## src/rtl/tcp_pkg.sv

```systemverilog
// Package with offsets, field positions and reset values for the timer block
package tcp_pkg;
    localparam int          ADDR_W     = 4;
    localparam logic [3:0]  ADR_CR2    = 4'h0;
    localparam logic [3:0]  ADR_CR1    = 4'h1;
    localparam logic [3:0]  ADR_SR     = 4'h2;
    localparam logic [3:0]  ADR_IC1H   = 4'h3;
    localparam logic [3:0]  ADR_IC1L   = 4'h4;
    localparam logic [3:0]  ADR_OC1H   = 4'h5;
    localparam logic [3:0]  ADR_OC1L   = 4'h6;
    localparam logic [3:0]  ADR_CNTH   = 4'h7;
    localparam logic [3:0]  ADR_CNTL   = 4'h8;
    localparam logic [3:0]  ADR_IC2H   = 4'h9;
    localparam logic [3:0]  ADR_IC2L   = 4'hA;
    localparam logic [3:0]  ADR_OC2H   = 4'hB;
    localparam logic [3:0]  ADR_OC2L   = 4'hC;
    // Control 1 fields
    localparam int          C1_CAPTURE_IRQ_ENABLE    = 7;
    localparam int          C1_COMPARE_IRQ_ENABLE    = 6;
    localparam int          C1_TOIE    = 5;
    localparam int          C1_FOLV2   = 4;
    localparam int          C1_FOLV1   = 3;
    localparam int          C1_OLVL2   = 2;
    localparam int          C1_IEDG1   = 1;
    localparam int          C1_OLVL1   = 0;
    // Control 2 fields
    localparam int          C2_OC1E    = 7;
    localparam int          C2_OC2E    = 6;
    localparam int          C2_OPM     = 5;
    localparam int          C2_PWM     = 4;
    localparam int          C2_CC_LSB  = 2;
    localparam int          C2_IEDG2   = 1;
    localparam int          C2_EXEDG   = 0;
    // Status fields
    localparam int          SR_FIRST_CAPTURE_FLAG    = 7;
    localparam int          SR_OCF1    = 6;
    localparam int          SR_TOF     = 5;
    localparam int          SR_SECOND_CAPTURE_FLAG    = 4;
    localparam int          SR_OCF2    = 3;
    localparam logic [7:0]  SR_MASK    = 8'hF8;
    // Reset, reload and wrap values
    localparam logic [7:0]  CR_RST     = 8'h00;
    localparam logic [15:0] CNT_RST    = 16'hFFFC;
    localparam logic [15:0] RELOAD_VAL = 16'hFFFC;
    localparam logic [15:0] CNT_MAX    = 16'hFFFF;
    localparam logic [15:0] OC_RST     = 16'hFFFF;
    // Prescale select and terminal counts
    localparam logic [1:0]  CC_DIV4    = 2'h0;
    localparam logic [1:0]  CC_DIV2    = 2'h1;
    localparam logic [1:0]  CC_DIV8    = 2'h2;
    localparam logic [1:0]  CC_EXT     = 2'h3;
    localparam logic [2:0]  TERM_DIV2  = 3'h1;
    localparam logic [2:0]  TERM_DIV4  = 3'h3;
    localparam logic [2:0]  TERM_DIV8  = 3'h7;
endpackage : tcp_pkg

```

## src/rtl/tcp_prescaler.sv

```systemverilog
// Counter tick generator: CPU clock divider or external clock edge
`timescale 1ns/100ps
module tcp_prescaler (
    input  wire logic       clk_sys,
    input  wire logic       rst,
    input  wire logic [1:0] prescale_select,
    input  wire logic       ext_clk,
    input  wire logic       ext_rising,
    output logic            tick
);
    import tcp_pkg::*;

    logic [2:0] div_q;
    logic [2:0] term;
    logic       ext_prev_q;

    always_comb begin
        unique case (prescale_select)
            CC_DIV2: term = TERM_DIV2;
            CC_DIV8: term = TERM_DIV8;
            default: term = TERM_DIV4;
        endcase
    end

    always_ff @(posedge clk_sys or posedge rst) begin
        if (rst) begin
            div_q <= 3'h0;
        end else if (div_q >= term) begin
            div_q <= 3'h0;
        end else begin
            div_q <= div_q + 3'h1;
        end
    end

    always_ff @(posedge clk_sys or posedge rst) begin
        if (rst) begin
            ext_prev_q <= 1'b1;
        end else begin
            ext_prev_q <= ext_clk;
        end
    end

    always_comb begin
        if (prescale_select == CC_EXT) begin
            tick = ext_rising ? (ext_clk & ~ext_prev_q) : (~ext_clk & ext_prev_q);
        end else begin
            tick = (div_q >= term);
        end
    end

    a_div2_rate: assert property (@(posedge clk_sys) disable iff (rst)
        (tick && prescale_select == CC_DIV2) ##1 (prescale_select == CC_DIV2) |-> !tick)
        else $error("divide by two ticked on adjacent cycles");
endmodule : tcp_prescaler

```

## src/rtl/tcp_compare_chan.sv

```systemverilog
// One compare channel: value bytes, high-byte interlock, match detect
`timescale 1ns/100ps
module tcp_compare_chan (
    input  wire logic        clk_sys,
    input  wire logic        rst,
    input  wire logic        wr_high,
    input  wire logic        wr_low,
    input  wire logic [7:0]  wdata,
    input  wire logic [15:0] count,
    output logic [15:0]      compare_value,
    output logic             match
);
    import tcp_pkg::*;

    logic [15:0] value_q;
    logic        inhibit_q;

    always_ff @(posedge clk_sys or posedge rst) begin
        if (rst) begin
            value_q <= OC_RST;
        end else if (wr_high) begin
            value_q[15:8] <= wdata;
        end else if (wr_low) begin
            value_q[7:0] <= wdata;
        end
    end

    always_ff @(posedge clk_sys or posedge rst) begin
        if (rst) begin
            inhibit_q <= 1'b0;
        end else if (wr_high) begin
            inhibit_q <= 1'b1;
        end else if (wr_low) begin
            inhibit_q <= 1'b0;
        end
    end

    assign compare_value = value_q;
    assign match         = ~inhibit_q & ~wr_high & (count == value_q);
endmodule : tcp_compare_chan

```

## src/rtl/tcp_top.sv

```systemverilog
// Summary of operation
// - Sixteen-bit free-running counter advanced by prescaler or external clock.
// - Prescaler divides CPU clock by 2, 4 or 8 per two-bit field.
// - Overflow flag with a maskable interrupt request.
// - Two compare channels, each with value bytes, flag and maskable interrupt.
// - Each timer instance owns all its state; instances share nothing and count independently.
// - Unbonded input pins read as constant one.
// - Compare flag clears after status read then low byte access.
// - Writing the high compare byte suspends matching until low byte write.
// - Flag and pin level apply while counter equals compare value.
// - Disabled pin stays undriven; interrupt may still be raised.
// - Force bit copies level to pin without flag or interrupt.
// - Force bits ignored in one-pulse or PWM mode.
// - PWM with levels 1 then 0 gives positive pulse between compares.
// - PWM with equal levels holds first pin constant.
// - PWM second-channel match reloads counter with FFFC.
// - PWM never sets compare flags.
// - PWM second match sets first capture flag and may interrupt.
// - PWM disconnects first capture pin; second capture still works.
// - PWM and one-pulse both set means PWM only.
//
// Our own choices: the placing of the registers and strobed register access.
`timescale 1ns/100ps
module tcp_top #(
    parameter bit FIRST_CAP_BONDED  = 1'b1,
    parameter bit SECOND_CAP_BONDED = 1'b1,
    parameter bit EXT_CLK_BONDED    = 1'b1
) (
    input  wire logic                  clk_sys,
    input  wire logic                  rst,
    input  wire logic [tcp_pkg::ADDR_W-1:0] addr,
    input  wire logic [7:0]            wdata,
    input  wire logic                  wr,
    input  wire logic                  rd,
    output logic [7:0]                 rdata_q,
    input  wire logic                  first_capture_pin,
    input  wire logic                  second_capture_pin,
    input  wire logic                  external_timer_clock_pin,
    output logic [1:0]                 compare_output_pin_q,
    output logic [1:0]                 compare_output_oe_q,
    output logic                       timer_irq_q
);
    import tcp_pkg::*;

    logic [7:0]  cr1_q;
    logic [7:0]  cr2_q;
    logic [7:0]  sr_q;
    logic [7:0]  arm_q;
    logic [7:0]  sr_set;
    logic [7:0]  sr_acc;
    logic [7:0]  sr_clr;
    logic [15:0] cnt_q;
    logic [15:0] ic1_q;
    logic [15:0] ic2_q;
    logic [15:0] oc1_val;
    logic [15:0] oc2_val;
    logic        m1;
    logic        m2;
    logic        tick;
    logic        cap1_in;
    logic        cap2_in;
    logic        ext_in;
    logic        cap1_prev_q;
    logic        cap2_prev_q;
    logic        cap1_edge;
    logic        cap2_edge;
    logic        pwm_on;
    logic        opm_on;
    logic        force_wr;
    logic        cnt_wrap;

    // Unbonded pins read high
    assign cap1_in = FIRST_CAP_BONDED  ? first_capture_pin        : 1'b1;
    assign cap2_in = SECOND_CAP_BONDED ? second_capture_pin       : 1'b1;
    assign ext_in  = EXT_CLK_BONDED    ? external_timer_clock_pin : 1'b1;

    assign pwm_on = cr2_q[C2_PWM];
    assign opm_on = cr2_q[C2_OPM] & ~cr2_q[C2_PWM];
    assign cnt_wrap = tick & (cnt_q == CNT_MAX) & ~(pwm_on & m2) & ~(opm_on & cap1_edge);

    tcp_prescaler u_presc (
        .clk_sys         (clk_sys),
        .rst             (rst),
        .prescale_select (cr2_q[C2_CC_LSB +: 2]),
        .ext_clk         (ext_in),
        .ext_rising      (cr2_q[C2_EXEDG]),
        .tick            (tick)
    );

    tcp_compare_chan u_oc1 (
        .clk_sys       (clk_sys),
        .rst           (rst),
        .wr_high       (wr && addr == ADR_OC1H),
        .wr_low        (wr && addr == ADR_OC1L),
        .wdata         (wdata),
        .count         (cnt_q),
        .compare_value (oc1_val),
        .match         (m1)
    );

    tcp_compare_chan u_oc2 (
        .clk_sys       (clk_sys),
        .rst           (rst),
        .wr_high       (wr && addr == ADR_OC2H),
        .wr_low        (wr && addr == ADR_OC2L),
        .wdata         (wdata),
        .count         (cnt_q),
        .compare_value (oc2_val),
        .match         (m2)
    );

    // Control registers
    always_ff @(posedge clk_sys or posedge rst) begin
        if (rst) begin
            cr1_q <= CR_RST;
            cr2_q <= CR_RST;
        end else if (wr && addr == ADR_CR1) begin
            cr1_q <= wdata;
        end else if (wr && addr == ADR_CR2) begin
            cr2_q <= wdata;
        end
    end

    // Capture edge detect
    always_ff @(posedge clk_sys or posedge rst) begin
        if (rst) begin
            cap1_prev_q <= 1'b1;
            cap2_prev_q <= 1'b1;
        end else begin
            cap1_prev_q <= cap1_in;
            cap2_prev_q <= cap2_in;
        end
    end

    assign cap1_edge = ~pwm_on & (cr1_q[C1_IEDG1] ? (cap1_in & ~cap1_prev_q)
                                                  : (~cap1_in & cap1_prev_q));
    assign cap2_edge = cr2_q[C2_IEDG2] ? (cap2_in & ~cap2_prev_q)
                                       : (~cap2_in & cap2_prev_q);

    always_ff @(posedge clk_sys or posedge rst) begin
        if (rst) begin
            ic1_q <= 16'h0000;
        end else if (cap1_edge) begin
            ic1_q <= cnt_q;
        end
    end

    always_ff @(posedge clk_sys or posedge rst) begin
        if (rst) begin
            ic2_q <= 16'h0000;
        end else if (cap2_edge) begin
            ic2_q <= cnt_q;
        end
    end

    // Free-running counter
    always_ff @(posedge clk_sys or posedge rst) begin
        if (rst) begin
            cnt_q <= CNT_RST;
        end else if (pwm_on && tick && m2) begin
            cnt_q <= RELOAD_VAL;
        end else if (opm_on && cap1_edge) begin
            cnt_q <= RELOAD_VAL;
        end else if (tick) begin
            cnt_q <= cnt_q + 16'h0001;
        end
    end

    // Status flag events and two-step clear
    always_comb begin
        sr_set           = 8'h00;
        sr_set[SR_FIRST_CAPTURE_FLAG]  = cap1_edge | (pwm_on & m2);
        sr_set[SR_OCF1]  = ~pwm_on & m1;
        sr_set[SR_TOF]   = cnt_wrap;
        sr_set[SR_SECOND_CAPTURE_FLAG]  = cap2_edge;
        sr_set[SR_OCF2]  = ~pwm_on & m2;
        sr_acc           = 8'h00;
        sr_acc[SR_FIRST_CAPTURE_FLAG]  = rd & (addr == ADR_IC1L);
        sr_acc[SR_OCF1]  = (rd | wr) & (addr == ADR_OC1L);
        sr_acc[SR_TOF]   = (rd | wr) & (addr == ADR_CNTL);
        sr_acc[SR_SECOND_CAPTURE_FLAG]  = rd & (addr == ADR_IC2L);
        sr_acc[SR_OCF2]  = (rd | wr) & (addr == ADR_OC2L);
        sr_clr           = arm_q & sr_acc;
    end

    always_ff @(posedge clk_sys or posedge rst) begin
        if (rst) begin
            sr_q <= 8'h00;
        end else begin
            sr_q <= ((sr_q & ~sr_clr) | sr_set) & SR_MASK;
        end
    end

    always_ff @(posedge clk_sys or posedge rst) begin
        if (rst) begin
            arm_q <= 8'h00;
        end else if (rd && addr == ADR_SR) begin
            arm_q <= sr_q;
        end else begin
            arm_q <= arm_q & ~sr_clr;
        end
    end

    // Compare output pins
    assign force_wr = wr && addr == ADR_CR1 && !opm_on && !pwm_on;

    always_ff @(posedge clk_sys or posedge rst) begin
        if (rst) begin
            compare_output_pin_q[0] <= 1'b0;
        end else if (!cr2_q[C2_OC1E]) begin
            compare_output_pin_q[0] <= compare_output_pin_q[0];
        end else if (pwm_on) begin
            if (m2) begin
                compare_output_pin_q[0] <= cr1_q[C1_OLVL2];
            end else if (m1) begin
                compare_output_pin_q[0] <= cr1_q[C1_OLVL1];
            end
        end else if (opm_on) begin
            if (cap1_edge) begin
                compare_output_pin_q[0] <= cr1_q[C1_OLVL2];
            end else if (m1) begin
                compare_output_pin_q[0] <= cr1_q[C1_OLVL1];
            end
        end else if (force_wr && wdata[C1_FOLV1]) begin
            compare_output_pin_q[0] <= wdata[C1_OLVL1];
        end else if (m1) begin
            compare_output_pin_q[0] <= cr1_q[C1_OLVL1];
        end
    end

    always_ff @(posedge clk_sys or posedge rst) begin
        if (rst) begin
            compare_output_pin_q[1] <= 1'b0;
        end else if (!cr2_q[C2_OC2E] || pwm_on) begin
            compare_output_pin_q[1] <= compare_output_pin_q[1];
        end else if (force_wr && wdata[C1_FOLV2]) begin
            compare_output_pin_q[1] <= wdata[C1_OLVL2];
        end else if (m2) begin
            compare_output_pin_q[1] <= cr1_q[C1_OLVL2];
        end
    end

    always_ff @(posedge clk_sys or posedge rst) begin
        if (rst) begin
            compare_output_oe_q <= 2'b00;
        end else begin
            compare_output_oe_q <= {cr2_q[C2_OC2E], cr2_q[C2_OC1E]};
        end
    end

    // Interrupt request, CPU mask applied outside
    always_ff @(posedge clk_sys or posedge rst) begin
        if (rst) begin
            timer_irq_q <= 1'b0;
        end else begin
            timer_irq_q <= (cr1_q[C1_TOIE] & sr_q[SR_TOF])
                         | (cr1_q[C1_COMPARE_IRQ_ENABLE] & (sr_q[SR_OCF1] | sr_q[SR_OCF2]))
                         | (cr1_q[C1_CAPTURE_IRQ_ENABLE] & (sr_q[SR_FIRST_CAPTURE_FLAG] | sr_q[SR_SECOND_CAPTURE_FLAG]));
        end
    end

    // Register read port, data one cycle after strobe
    always_ff @(posedge clk_sys or posedge rst) begin
        if (rst) begin
            rdata_q <= 8'h00;
        end else if (rd) begin
            unique case (addr)
                ADR_CR2:  rdata_q <= cr2_q;
                ADR_CR1:  rdata_q <= cr1_q & ~8'h18;
                ADR_SR:   rdata_q <= sr_q;
                ADR_IC1H: rdata_q <= ic1_q[15:8];
                ADR_IC1L: rdata_q <= ic1_q[7:0];
                ADR_OC1H: rdata_q <= oc1_val[15:8];
                ADR_OC1L: rdata_q <= oc1_val[7:0];
                ADR_CNTH: rdata_q <= cnt_q[15:8];
                ADR_CNTL: rdata_q <= cnt_q[7:0];
                ADR_IC2H: rdata_q <= ic2_q[15:8];
                ADR_IC2L: rdata_q <= ic2_q[7:0];
                ADR_OC2H: rdata_q <= oc2_val[15:8];
                ADR_OC2L: rdata_q <= oc2_val[7:0];
                default:  rdata_q <= 8'h00;
            endcase
        end else begin
            rdata_q <= 8'h00;
        end
    end

    a_pwm_no_ocf: assert property (@(posedge clk_sys) disable iff (rst)
        (pwm_on && !sr_q[SR_OCF1] && !(wr && addr == ADR_CR2)) |=> !sr_q[SR_OCF1])
        else $error("compare flag set in PWM mode");

    a_pwm_reload: assert property (@(posedge clk_sys) disable iff (rst)
        (pwm_on && tick && m2) |=> (cnt_q == RELOAD_VAL))
        else $error("PWM reload value wrong");

    a_pwm_capflag: assert property (@(posedge clk_sys) disable iff (rst)
        (pwm_on && m2) |=> sr_q[SR_FIRST_CAPTURE_FLAG])
        else $error("first capture flag not set on PWM period end");

    a_match_flag: assert property (@(posedge clk_sys) disable iff (rst)
        (!pwm_on && m1 && !(wr && addr == ADR_OC1L))
        |=> (sr_q[SR_OCF1] && $past(cnt_q) == oc1_val))
        else $error("compare flag missing on match");

    a_high_inhibit: assert property (@(posedge clk_sys) disable iff (rst)
        (wr && addr == ADR_OC1H) ##1 !(wr && addr == ADR_OC1L) |-> !m1)
        else $error("match after high byte write");

    a_flag_clear: assert property (@(posedge clk_sys) disable iff (rst)
        (rd && addr == ADR_SR && sr_q[SR_OCF1]) ##[1:2]
        ((rd || wr) && addr == ADR_OC1L && !m1 && !pwm_on) ##1 !m1 |-> !sr_q[SR_OCF1])
        else $error("compare flag not cleared by sequence");

    a_tof_wrap: assert property (@(posedge clk_sys) disable iff (rst)
        (tick && cnt_q == CNT_MAX && !(pwm_on && m2) && !(opm_on && cap1_edge))
        |=> (sr_q[SR_TOF] && cnt_q == 16'h0000))
        else $error("overflow flag not set on wrap");

    a_force_level: assert property (@(posedge clk_sys) disable iff (rst)
        (force_wr && wdata[C1_FOLV1] && cr2_q[C2_OC1E] && !sr_q[SR_OCF1] && !m1)
        |=> (compare_output_pin_q[0] == $past(wdata[C1_OLVL1]) && !sr_q[SR_OCF1]))
        else $error("forced level not copied to pin");

    a_pwm_no_ocf2: assert property (@(posedge clk_sys) disable iff (rst)
        (pwm_on && !sr_q[SR_OCF2] && !(wr && addr == ADR_CR2)) |=> !sr_q[SR_OCF2])
        else $error("second compare flag set in PWM mode");

    a_mode_force: assert property (@(posedge clk_sys) disable iff (rst)
        (wr && addr == ADR_CR1 && (cr2_q[C2_PWM] || cr2_q[C2_OPM]) && !m1 && !m2 && !cap1_edge)
        |=> $stable(compare_output_pin_q))
        else $error("force bit acted in a timed mode");

    a_pwm_cap1_off: assert property (@(posedge clk_sys) disable iff (rst)
        pwm_on |=> $stable(ic1_q))
        else $error("first capture register loaded in PWM mode");

    a_both_modes: assert property (@(posedge clk_sys) disable iff (rst)
        (cr2_q[C2_PWM] && cr2_q[C2_OPM] && !tick) |=> $stable(cnt_q))
        else $error("one-pulse reload acted in PWM mode");

    a_cap_irq: assert property (@(posedge clk_sys) disable iff (rst)
        (cr1_q[C1_CAPTURE_IRQ_ENABLE] && sr_q[SR_FIRST_CAPTURE_FLAG]) |=> timer_irq_q)
        else $error("capture interrupt not raised");

    a_pin_disabled: assert property (@(posedge clk_sys) disable iff (rst)
        !cr2_q[C2_OC1E] |=> $stable(compare_output_pin_q[0]))
        else $error("disabled compare pin changed");
endmodule : tcp_top

```

## config.mk

```make
export PLATFORM = sky130hd
export DESIGN_NAME = tcp_top
export DESIGN_NICKNAME = d
export VERILOG_FILES = /design/src/rtl/tcp_pkg.sv /design/src/rtl/tcp_prescaler.sv /design/src/rtl/tcp_compare_chan.sv /design/src/rtl/tcp_top.sv
export SDC_FILE = /design/constraint.sdc
export NUM_CORES = 1
export LEC_CHECK = 0
export BUFFER_PORTS_ARGS = -buffer_cell sky130_fd_sc_hd__buf_2
export CAP_MARGIN = 20
export CORE_MARGIN = 2
export CORE_UTILIZATION = 50
export DETAILED_ROUTE_END_ITERATION = 10
export PLACE_DENSITY = 0.67
export SLEW_MARGIN = 20
export SYNTH_ARGS = -nofsm -noshare
export SYNTH_HDL_FRONTEND = slang
export SYNTH_SLANG_ARGS = --single-unit
```

## constraint.sdc

```tcl
create_clock -name clk_sys -period 10.8 [get_ports clk_sys]
set_input_delay 2.16 -clock clk_sys [delete_from_list [all_inputs] [get_ports clk_sys]]
set_output_delay 2.16 -clock clk_sys [all_outputs]
set_load 0.03 [all_outputs]
```

Word level (Yosys, flattened, before mapping)
Index checks and enable logic that the tools add are counted.
{ "word_totals": {"reg_bits": 130, "inputBits": 19, "out_inout_bits": 13, "elab_cells": 147} }
{ "op_classes": {"n_reduce_logical": 27, "eq_ne": 18, "bitwise": 53, "n_lt_le_gt_ge": 1, "n_addsub": 2, "n_mux": 24} }
{ "ops": {"columns": ["cell", "n"], "rows": [
  ["case mux 8 bit (13 select lines)", 1],
  ["two-way mux 16 bit", 3],
  ["equality test 16 bit", 2],
  ["AND 1 bit", 27],
  ["AND 8 bit", 3],
  ["equality test 4 bit, second input constant", 5],
  ["adder 16 x 1 -> 16 bit, second input constant", 1],
  ["equality test 16 bit, second input constant", 1],
  ["equality test 4 x 3 -> 1 bit, second input constant", 4],
  ["two-way mux 1 bit", 16],
  ["two-way mux 8 bit", 2],
  ["NOT 1 bit", 15],
  ["logical AND 1 bit", 14],
  ["equality test 4 x 2 -> 1 bit, second input constant", 2],
  ["NOT 8 bit", 1],
  ["OR 8 bit", 1],
  ["AND reduction 2 bit", 4],
  ["OR 1 bit", 6],
  ["case mux 3 bit (2 select lines)", 1],
  ["nonzero test 2 bit", 3],
  ["equality test 2 bit, second input constant", 2],
  ["equality test 4 x 1 -> 1 bit, second input constant", 1],
  ["zero test 4 bit", 1],
  ["adder 3 x 1 -> 3 bit, second input constant", 1],
  ["other kinds (6)", 8]
]} }

Logic depth before layout (Yosys ltp)
Gate-level depths: netlist (run 1).
{ "logic_depth": {"depth_word": 10, "depth_mapped": 8, "mapped_depth_nobuf": 8} }

By module
Synthesis (run 1) repeated with hierarchy kept, for this count alone.
{ "hier_totals": {"cells_unflattened": 613, "hier_area_um2": 6817.8} }
{ "by_module_without_submodules": {"columns": ["module", "instances", "cells_per_inst", "area_each_um2"], "rows": [
  ["tcp_top", 1, 470, 4895.9],
  ["tcp_compare_chan", 2, 61, 845.8],
  ["tcp_prescaler", 1, 21, 230.2]
]} }

Least setup slack after synthesis (run 1)
Ideal clock, no wire load.
{ "synth_timing": {"path_kind": "input -> register", "start": "input port first_capture_pin", "end": "register cnt_q[9]", "path_buffers": 0, "setup_ps": 66, "slack_ps": 7048, "cell_stages": 6, "t_required_ps": 10734, "t_arrival_ps": 3686, "path_cell_list": "or3b_4 -> a211oi_4 -> o21bai_2 -> nand4_4 -> or3_1 -> nand3_1"} }
{ "synth_between": {"elab_chain_len": 7} }
{ "synth_lines": {"columns": ["item", "line_no", "source"], "rows": [
  ["from (decl)", "tcp_top.sv:36", "input wire logic first_capture_pin,"],
  ["NOT 1 bit", "tcp_top.sv:136", ": (~cap1_in & cap1_prev_q));"],
  ["AND 1 bit", "tcp_top.sv:136", null],
  ["two-way mux 1 bit (*)", "tcp_top.sv:135", "assign cap1_edge = ~pwm_on & (cr1_q[C1_IEDG1] ? (cap1_in & ~cap1_prev_q)"],
  ["AND 1 bit (*)", "tcp_top.sv:135", null],
  ["logical AND 1 bit (*)", "tcp_top.sv:162", "end else if (opm_on && cap1_edge) begin"],
  ["two-way mux 16 bit", "tcp_top.sv:162", null],
  ["two-way mux 16 bit", "tcp_top.sv:160", "end else if (pwm_on && tick && m2) begin"],
  ["to (signal assigned)", "tcp_top.sv:165", "cnt_q <= cnt_q + 16'h0001;"],
  ["to (decl)", "tcp_top.sv:52", "logic [15:0] cnt_q;"]
]} }
Mark *: on every way between the ends. The rest lies on a longest branch, timed or not.
A chain may end at the register's enable or synchronous reset.

Worst setup path after layout (run 1)
{ "layout_timing": {"start": "input port addr[3] (netlist bit)", "end": "register cnt_q[1]"} }
{ "layout_between": {"elab_chain_len": 7} }
{ "layout_lines": {"columns": ["item", "line_no", "source"], "rows": [
  ["from (decl)", "tcp_top.sv:31", "input wire logic [tcp_pkg::ADDR_W-1:0] addr,"],
  ["equality test 4 bit (*)", "tcp_top.sv:104", ".wr_high (wr && addr == ADR_OC2H),"],
  ["logical AND 1 bit (*)", "tcp_top.sv:104", null],
  ["NOT 1 bit (no source line) (*)", null, null],
  ["AND 1 bit (*) (2 in a row)", "tcp_compare_chan.sv:39", "assign match = ~inhibit_q & ~wr_high & (count == value_q);"],
  ["logical AND 1 bit (*)", "tcp_top.sv:160", null],
  ["nonzero test 3 bit (no source line) / two-way mux 16 bit (equally long branches)", null, null]
]} }
Marked as above.

==> results of run 1 <==
[state kept, by name, summed over array words and instances, names as in the netlist, 3 cells and up]
signal	cells
u_oc1.compare_value	16
ic1_q	16
sr_q	5
cr2_q	8
cnt_q	16
rdata_q	8
arm_q	5
u_presc.div_q	3
cr1_q	6
ic2_q	16
u_oc2.compare_value	16
[worst max-delay path, delay by kind of cell]
family | cells | cell delay, ns
AO/OA/AOI/OAI | 2 | 0.37
buffers and inverters | 2 | 0.77
AND/OR/NAND/NOR | 4 | 1.98
[logic make-up (layout without fill, tap and decap cells)]
group | count (synthesis) | after routing
mux | 85 | 85
buf+inv | 54 | 77
compound gates | 119 | 119
simple gates | 171 | 171
fa+ha+maj | 4 | 4
flops | 125 | 125
xor+xnor | 42 | 42
[report_power, final]
part           switching (mW)  leakage, nW  internal [mW]
Combinational           0.240         1.24          0.238
Sequential              0.205         1.39          0.655
Clock                   0.211        0.303          0.379
Total                   0.656         2.94           1.27
[stage by stage]
step | util [%] | instances | instance area [sq um] | hold WS, ns | power (mW)
2_1_floorplan | - | 600 | 6500 | 0.378 | 1.17
3_5_place_dp | 53.1 | 763 | 6730 | 0.455 | 1.33
6_report | 58.0 | 795 | 7350 | 0.459 | 1.93
3_3_place_gp | 53.1 | 763 | 6730 | 0.449 | 1.31
5_1_grt | 58.0 | 795 | 7350 | 0.494 | 2.03
4_1_cts | 57.9 | 795 | 7340 | 0.464 | 1.93
[cells in the final DEF, fill, tap and decap left out, types with 6 or more instances in the layout]
cell | netlist | final
nor2_1 | 22 | 22
nor2b_1 | 14 | 14
a21oi_1 | 16 | 15
a221oi_1 | 7 | 7
a32o_1 | 6 | 6
mux2_2 | 73 | 73
nor3_1 | 6 | 6
dfstp_2 | 49 | 49
inv_1 | 10 | 9
buf_2 | 11 | 31
nand3_1 | 26 | 26
a22oi_1 | 8 | 8
xor2_1 | 22 | 22
clkbuf_16 | 0 | 17
a31oi_1 | 8 | 8
nand4_1 | 11 | 11
o21ai_0 | 34 | 34
dfrtp_1 | 76 | 76
nand2_1 | 55 | 55
xnor2_1 | 20 | 20
mux2i_1 | 10 | 10
a22o_1 | 10 | 10
[worst paths after layout]
check                                            from  slack (ns)                                  end  cells past startpoint
hold reg to reg            u_presc.div_q[0]$_DFF_PP0_        0.46           u_presc.div_q[0]$_DFF_PP0_                      1
setup / recovery                              addr[3]        5.86                 cnt_q[1]$_DFFE_PP0P_                      8
max in group asynchronous                         rst        7.59                 cnt_q[0]$_DFFE_PP0P_                      3
setup reg to reg                 cr2_q[2]$_DFFE_PP0P_        8.40                cnt_q[11]$_DFFE_PP1P_                      8
hold / removal             u_presc.div_q[0]$_DFF_PP0_        0.46           u_presc.div_q[0]$_DFF_PP0_                      1
min in group asynchronous                         rst        1.86  compare_output_pin_q[0]$_DFFE_PP0P_                      2
[per-layer routing]
metal / GRT usage (%) / vias to the layer above / wire length, um
met5: 0 / - / 0
met4: 13.3 / 0 / 716
met2: 42.2 / 231 / 8510
li1: - / 2206 / -
met1: 36.7 / 2503 / 7780
met3: 8.38 / 60 / 1300
[layout make-up]
cell class              count  area share [%]
inverters                  10           0.545
clock inverters            11            1.91
flip-flops and latches    125            43.4
multi-input cells         421            42.3
well taps                 172            2.93
clock buffers              21            6.40
repair buffers             35            2.52
==> metrics.txt, run 1 <==
status finished, final reports clean; Slew @ Worst Pin between 1 and 1.5 ns; via count 5000; Final min period 4.94 ns; Slew Limit Fails 0; crit-path max cell delay roughly 0.83 ns; Mean Syn Cell Area roughly 11 sq um; initial core utilization between 50% and 60%; share of the synthesized area in the top cell type just under 30%; Reg clk slew, reported paths around 0.050 ns; routed len/inst about 23 um; Yosys top cell by area dfrtp_1; initial antenna violation count 0; gr usage total 27.9%; Rel. slew slack between 30% and 40%; remaining antenna violation count 0; cell mode on critical path nor2b_1; post-synthesis simple-gate area fraction approximately 14%; Seq/Total Area, Yosys between 40 and 50%; cell area after synthesis between 6000 and 7000 sq um; combinational family with the most area after synthesis multiplexers; mux share of post-synthesis cell area 14.9%; core area 12700 sq um; vias in the first global route 5170; crit path kind in2reg; setup TNS 0 ns; CP required about 11 ns; adder-cell share of the synthesized area less than 1%; final hold viol count 0; pre-CTS setup slack around 5.5 ns; Async SR Flop Fraction between 90% and 100%; CTS Sinks approximately 130; CTS Buf Count 17; Final HPWL DP about 12 mm; Synth Area in XOR/XNOR 5.66%; Hold WC Path Type reg2reg; GRT overflow 0; CTS HTree Levels 4; CP Cell Sequence buf_2 -> nor2b_1 -> nand4_1 -> nor2b_1 -> and3_1 -> a31oi_1 -> buf_4 -> a32o_1; RePlAce Congestion 0.937; CTS tree built; RSZ-0062 raised after global routing no; fillers ~1100; Storage cell area ~3200 sq um; Area Growth Syn to Fin 13.0%; largest net degree at the start of global routing 70; Via-to-Cell Ratio around 6.3; DRC 0; fin crit share between 40% and 50%; Routed WL ~18 mm; Horiz. Die Dim about 120 um; Compound-Gate Fraction of Synth Area 12.7%; Yosys Warn Count 0; drt initial violations 602; syn nets 623; first-pass GRT wire length about 29 mm; leakage power around 3 nW; Multi-input gate area between 3000 and 4000 sq um; I/O pin count 32; Synth area leaders dfrtp_1 (29%), dfstp_2 (20%), mux2_2 (13%); max cap viols 0; Arr. time, crit path 5.30 ns; Post-CTS Setup Inserts 0; peak supply drop 0.165 mV; most common cell in the netlist dfrtp_1; share of layout cells above drive strength 1 a little under a third; clk_lat worst skew between 0.4 and 0.5 ns; Post-CTS Resized 0; critical path's slowest cell nor2b_1; Setup WS post-layout between 5 and 6 ns; Final Net Count between 600 and 700; number of synthesized register bits 125; First-pass DRT Iterations 5; I/O Buffers 31; ys flop type dfrtp_1; CP Launch Type primary input; clock buffer depth 2; Total Die Area 13900 sq um; Synth cell types 56; Commonest cells post-synth dfrtp_1 (76), mux2_2 (73), nand2_1 (55), dfstp_2 (49), o21ai_0 (34); root buf cell clkbuf_16; # rows between 40 and 50; clk_skew ~0.012 ns; crit-path max FO 30; Achievable Freq about 200 MHz; number of synthesized flops with an enable pin 0; die height roughly 120 um; Syn Inst Count 600; Cell Pwr Density between 200 and 300 nW/um^2; hold_buf cts 0; Setup-failing EPs final 0; Critical Path Sink Type flip-flop; Ant. Diodes 0
Note: power is estimated with default switching activity, not from simulation.
==> inputs of run 2 (changes only) <==
Clock period 10.8 ns to 4.8 ns, I/O delays scaled along.
==> metrics.txt, run 2 (synthesis results as in run 1) <==
status finished, final reports clean (unchanged); Cell Pwr Density 598 nW/um^2 (was 263 nW/um^2); CP Launch Type primary input (unchanged); Post-CTS Resized 0 (unchanged); commonest non-fill, non-tap cell in the layout dfrtp_1 (unchanged); CP Cell Sequence buf_2 -> nor2b_1 -> nand3_1 -> nand3_1 -> nor4_1 -> o31ai_1 -> a41oi_1 (was buf_2 -> nor2b_1 -> nand4_1 -> nor2b_1 -> and3_1 -> a31oi_1 -> buf_4 -> a32o_1); Reg clk slew, reported paths 0.06 ns (was 0.05 ns); max cap viols 0 (unchanged); die height 118 um (unchanged); largest net degree at the start of global routing 45 (was 70); Final min period between 2 and 3 ns; Setup-failing EPs final 0 (unchanged); CTS HTree Levels 4 (unchanged); Slew @ Worst Pin 1.15 ns (was 1.02 ns); Final Net Count 637 (was 633); CTS Sinks 125 (unchanged); Buf/Inv on CP 1 (was 2); Routed WL 18.5 mm (was 18.3 mm); Total Die Area 13900 sq um (unchanged); crit path kind in2reg (unchanged); Slew Limit Fails 0 (unchanged); CP required 5.13 ns (was 11.16 ns); Via-to-Cell Ratio 6.28 (was 6.29); hold_buf cts 0 (unchanged); Hold WC Path Type reg2reg (unchanged); remaining antenna violation count 0 (unchanged); gr usage total 27.9% (about the same); Rel. slew slack 23.0% (was 31.9%); cell mode on critical path nand3_1 (was nor2b_1); initial core utilization 51.3% (unchanged); fin crit share between 60% and 70%; clk_lat worst skew 0.42 ns (was 0.43 ns); Final HPWL DP 12.7 mm (was 12.4 mm); post-layout util 58.5% (was 58.0%); clk_skew 0.00630 ns (was 0.0123 ns); RSZ-0062 raised after global routing no (unchanged); DRC 0 (unchanged); First-pass DRT Iterations 5 (unchanged); share of layout cells above drive strength 1 32.1% (was 31.9%); Critical Path Sink Type flip-flop (unchanged); final hold viol count 0 (unchanged); Ant. Diodes 0 (unchanged); Area Growth Syn to Fin 14.1% (was 13.0%); root buf cell clkbuf_16 (unchanged); routed len/inst 23.1 um (was 23.0 um); core area 12700 sq um (unchanged); crit-path max FO 36 (was 30); Arr. time, crit path 3.32 ns (was 5.30 ns); vias in the first global route 5199 (was 5170); most frequent cells in the layout dfrtp_1 (76), mux2_2 (73), nand2_1 (55), dfstp_2 (49), o21ai_0 (34) (unchanged); Post-CTS Setup Inserts 0 (unchanged); drt initial violations 545 (was 602); # rows 41 (unchanged); GRT overflow 0 (unchanged); I/O Buffers 31 (unchanged); setup TNS 0 ns (unchanged); critical path's slowest cell buf_2 (was nor2b_1); via count 5014 (was 5000); first-pass GRT wire length 29.4 mm (was 29.3 mm); crit-path max cell delay 0.53 ns (was 0.83 ns); I/O pin count 32 (unchanged); leakage power 2.97 nW (was 2.94 nW); clock buffer depth 2 (unchanged); peak supply drop 0.429 mV (was 0.165 mV); CTS tree built (unchanged); RePlAce Congestion 0.906 (was 0.937); delay-heaviest family, CP simple AND/OR/NAND/NOR gates (unchanged); Horiz. Die Dim 118 um (unchanged); initial antenna violation count 0 (unchanged); CTS Buf Count 17 (unchanged); Achievable Freq approximately 330 MHz
run 2: final cells by class:
| class | instances | area, sq um |
|---|---|---|
| clock buffer | 26 | 519 |
| clock inverter | 6 | 130 |
| fill | 1090 | 5260 |
| inverter | 10 | 40.0 |
| multi-input combinational | 421 | 3110 |
| sequential | 125 | 3190 |
| tap | 172 | 215 |
| timing repair buffer | 39 | 215 |
run 2: worst paths after layout:
path | start | end | slack [ns] | cells after the start
worst max-delay path | addr[1] | compare_output_pin_q[0]$_DFFE_PP0P_ | 1.81 | 7
worst min-delay path | u_presc.div_q[0]$_DFF_PP0_ | u_presc.div_q[0]$_DFF_PP0_ | 0.47 | 1
worst max register to register | cr2_q[2]$_DFFE_PP0P_ | cnt_q[1]$_DFFE_PP0P_ | 2.37 | 8
worst min register to register | u_presc.div_q[0]$_DFF_PP0_ | u_presc.div_q[0]$_DFF_PP0_ | 0.47 | 1
max in group asynchronous | rst | cnt_q[12]$_DFFE_PP1P_ | 3.24 | 3
min in group asynchronous | rst | compare_output_oe_q[0]$_DFF_PP0_ | 0.60 | 2
run 2: power breakdown:
part,internal [mW],total [mW],switching (mW)
logic,0.542,1.11,0.573
registers,1.47,1.91,0.436
clock network,0.951,1.41,0.454
run 2: through the flow:
| step | total power [mW] | worst slack (ns) | instances | hold slack [ns] | area [sq um] |
|---|---|---|---|---|---|
| 3_3_place_gp | 2.96 | 1.55 | 767 | 0.449 | 6760 |
| 2_1_floorplan | 2.63 | 0.594 | 600 | 0.378 | 6500 |
| 3_5_place_dp | 3.01 | 1.48 | 767 | 0.460 | 6760 |
| 6_report | 4.43 | 1.81 | 799 | 0.467 | 7410 |
| 4_1_cts | 4.44 | 1.92 | 799 | 0.472 | 7410 |
| 5_1_grt | 4.66 | 1.59 | 799 | 0.497 | 7410 |
run 2: metal layers:
metal,routed length [um],share of wire (%),up-vias,GRT usage [%]
met5,0,0,-,0
met4,823,4.5,0,13.7
met3,1270,6.9,59,6.20
met2,8470,46,237,42.6
met1,7910,43,2518,37.8
li1,-,-,2200,-
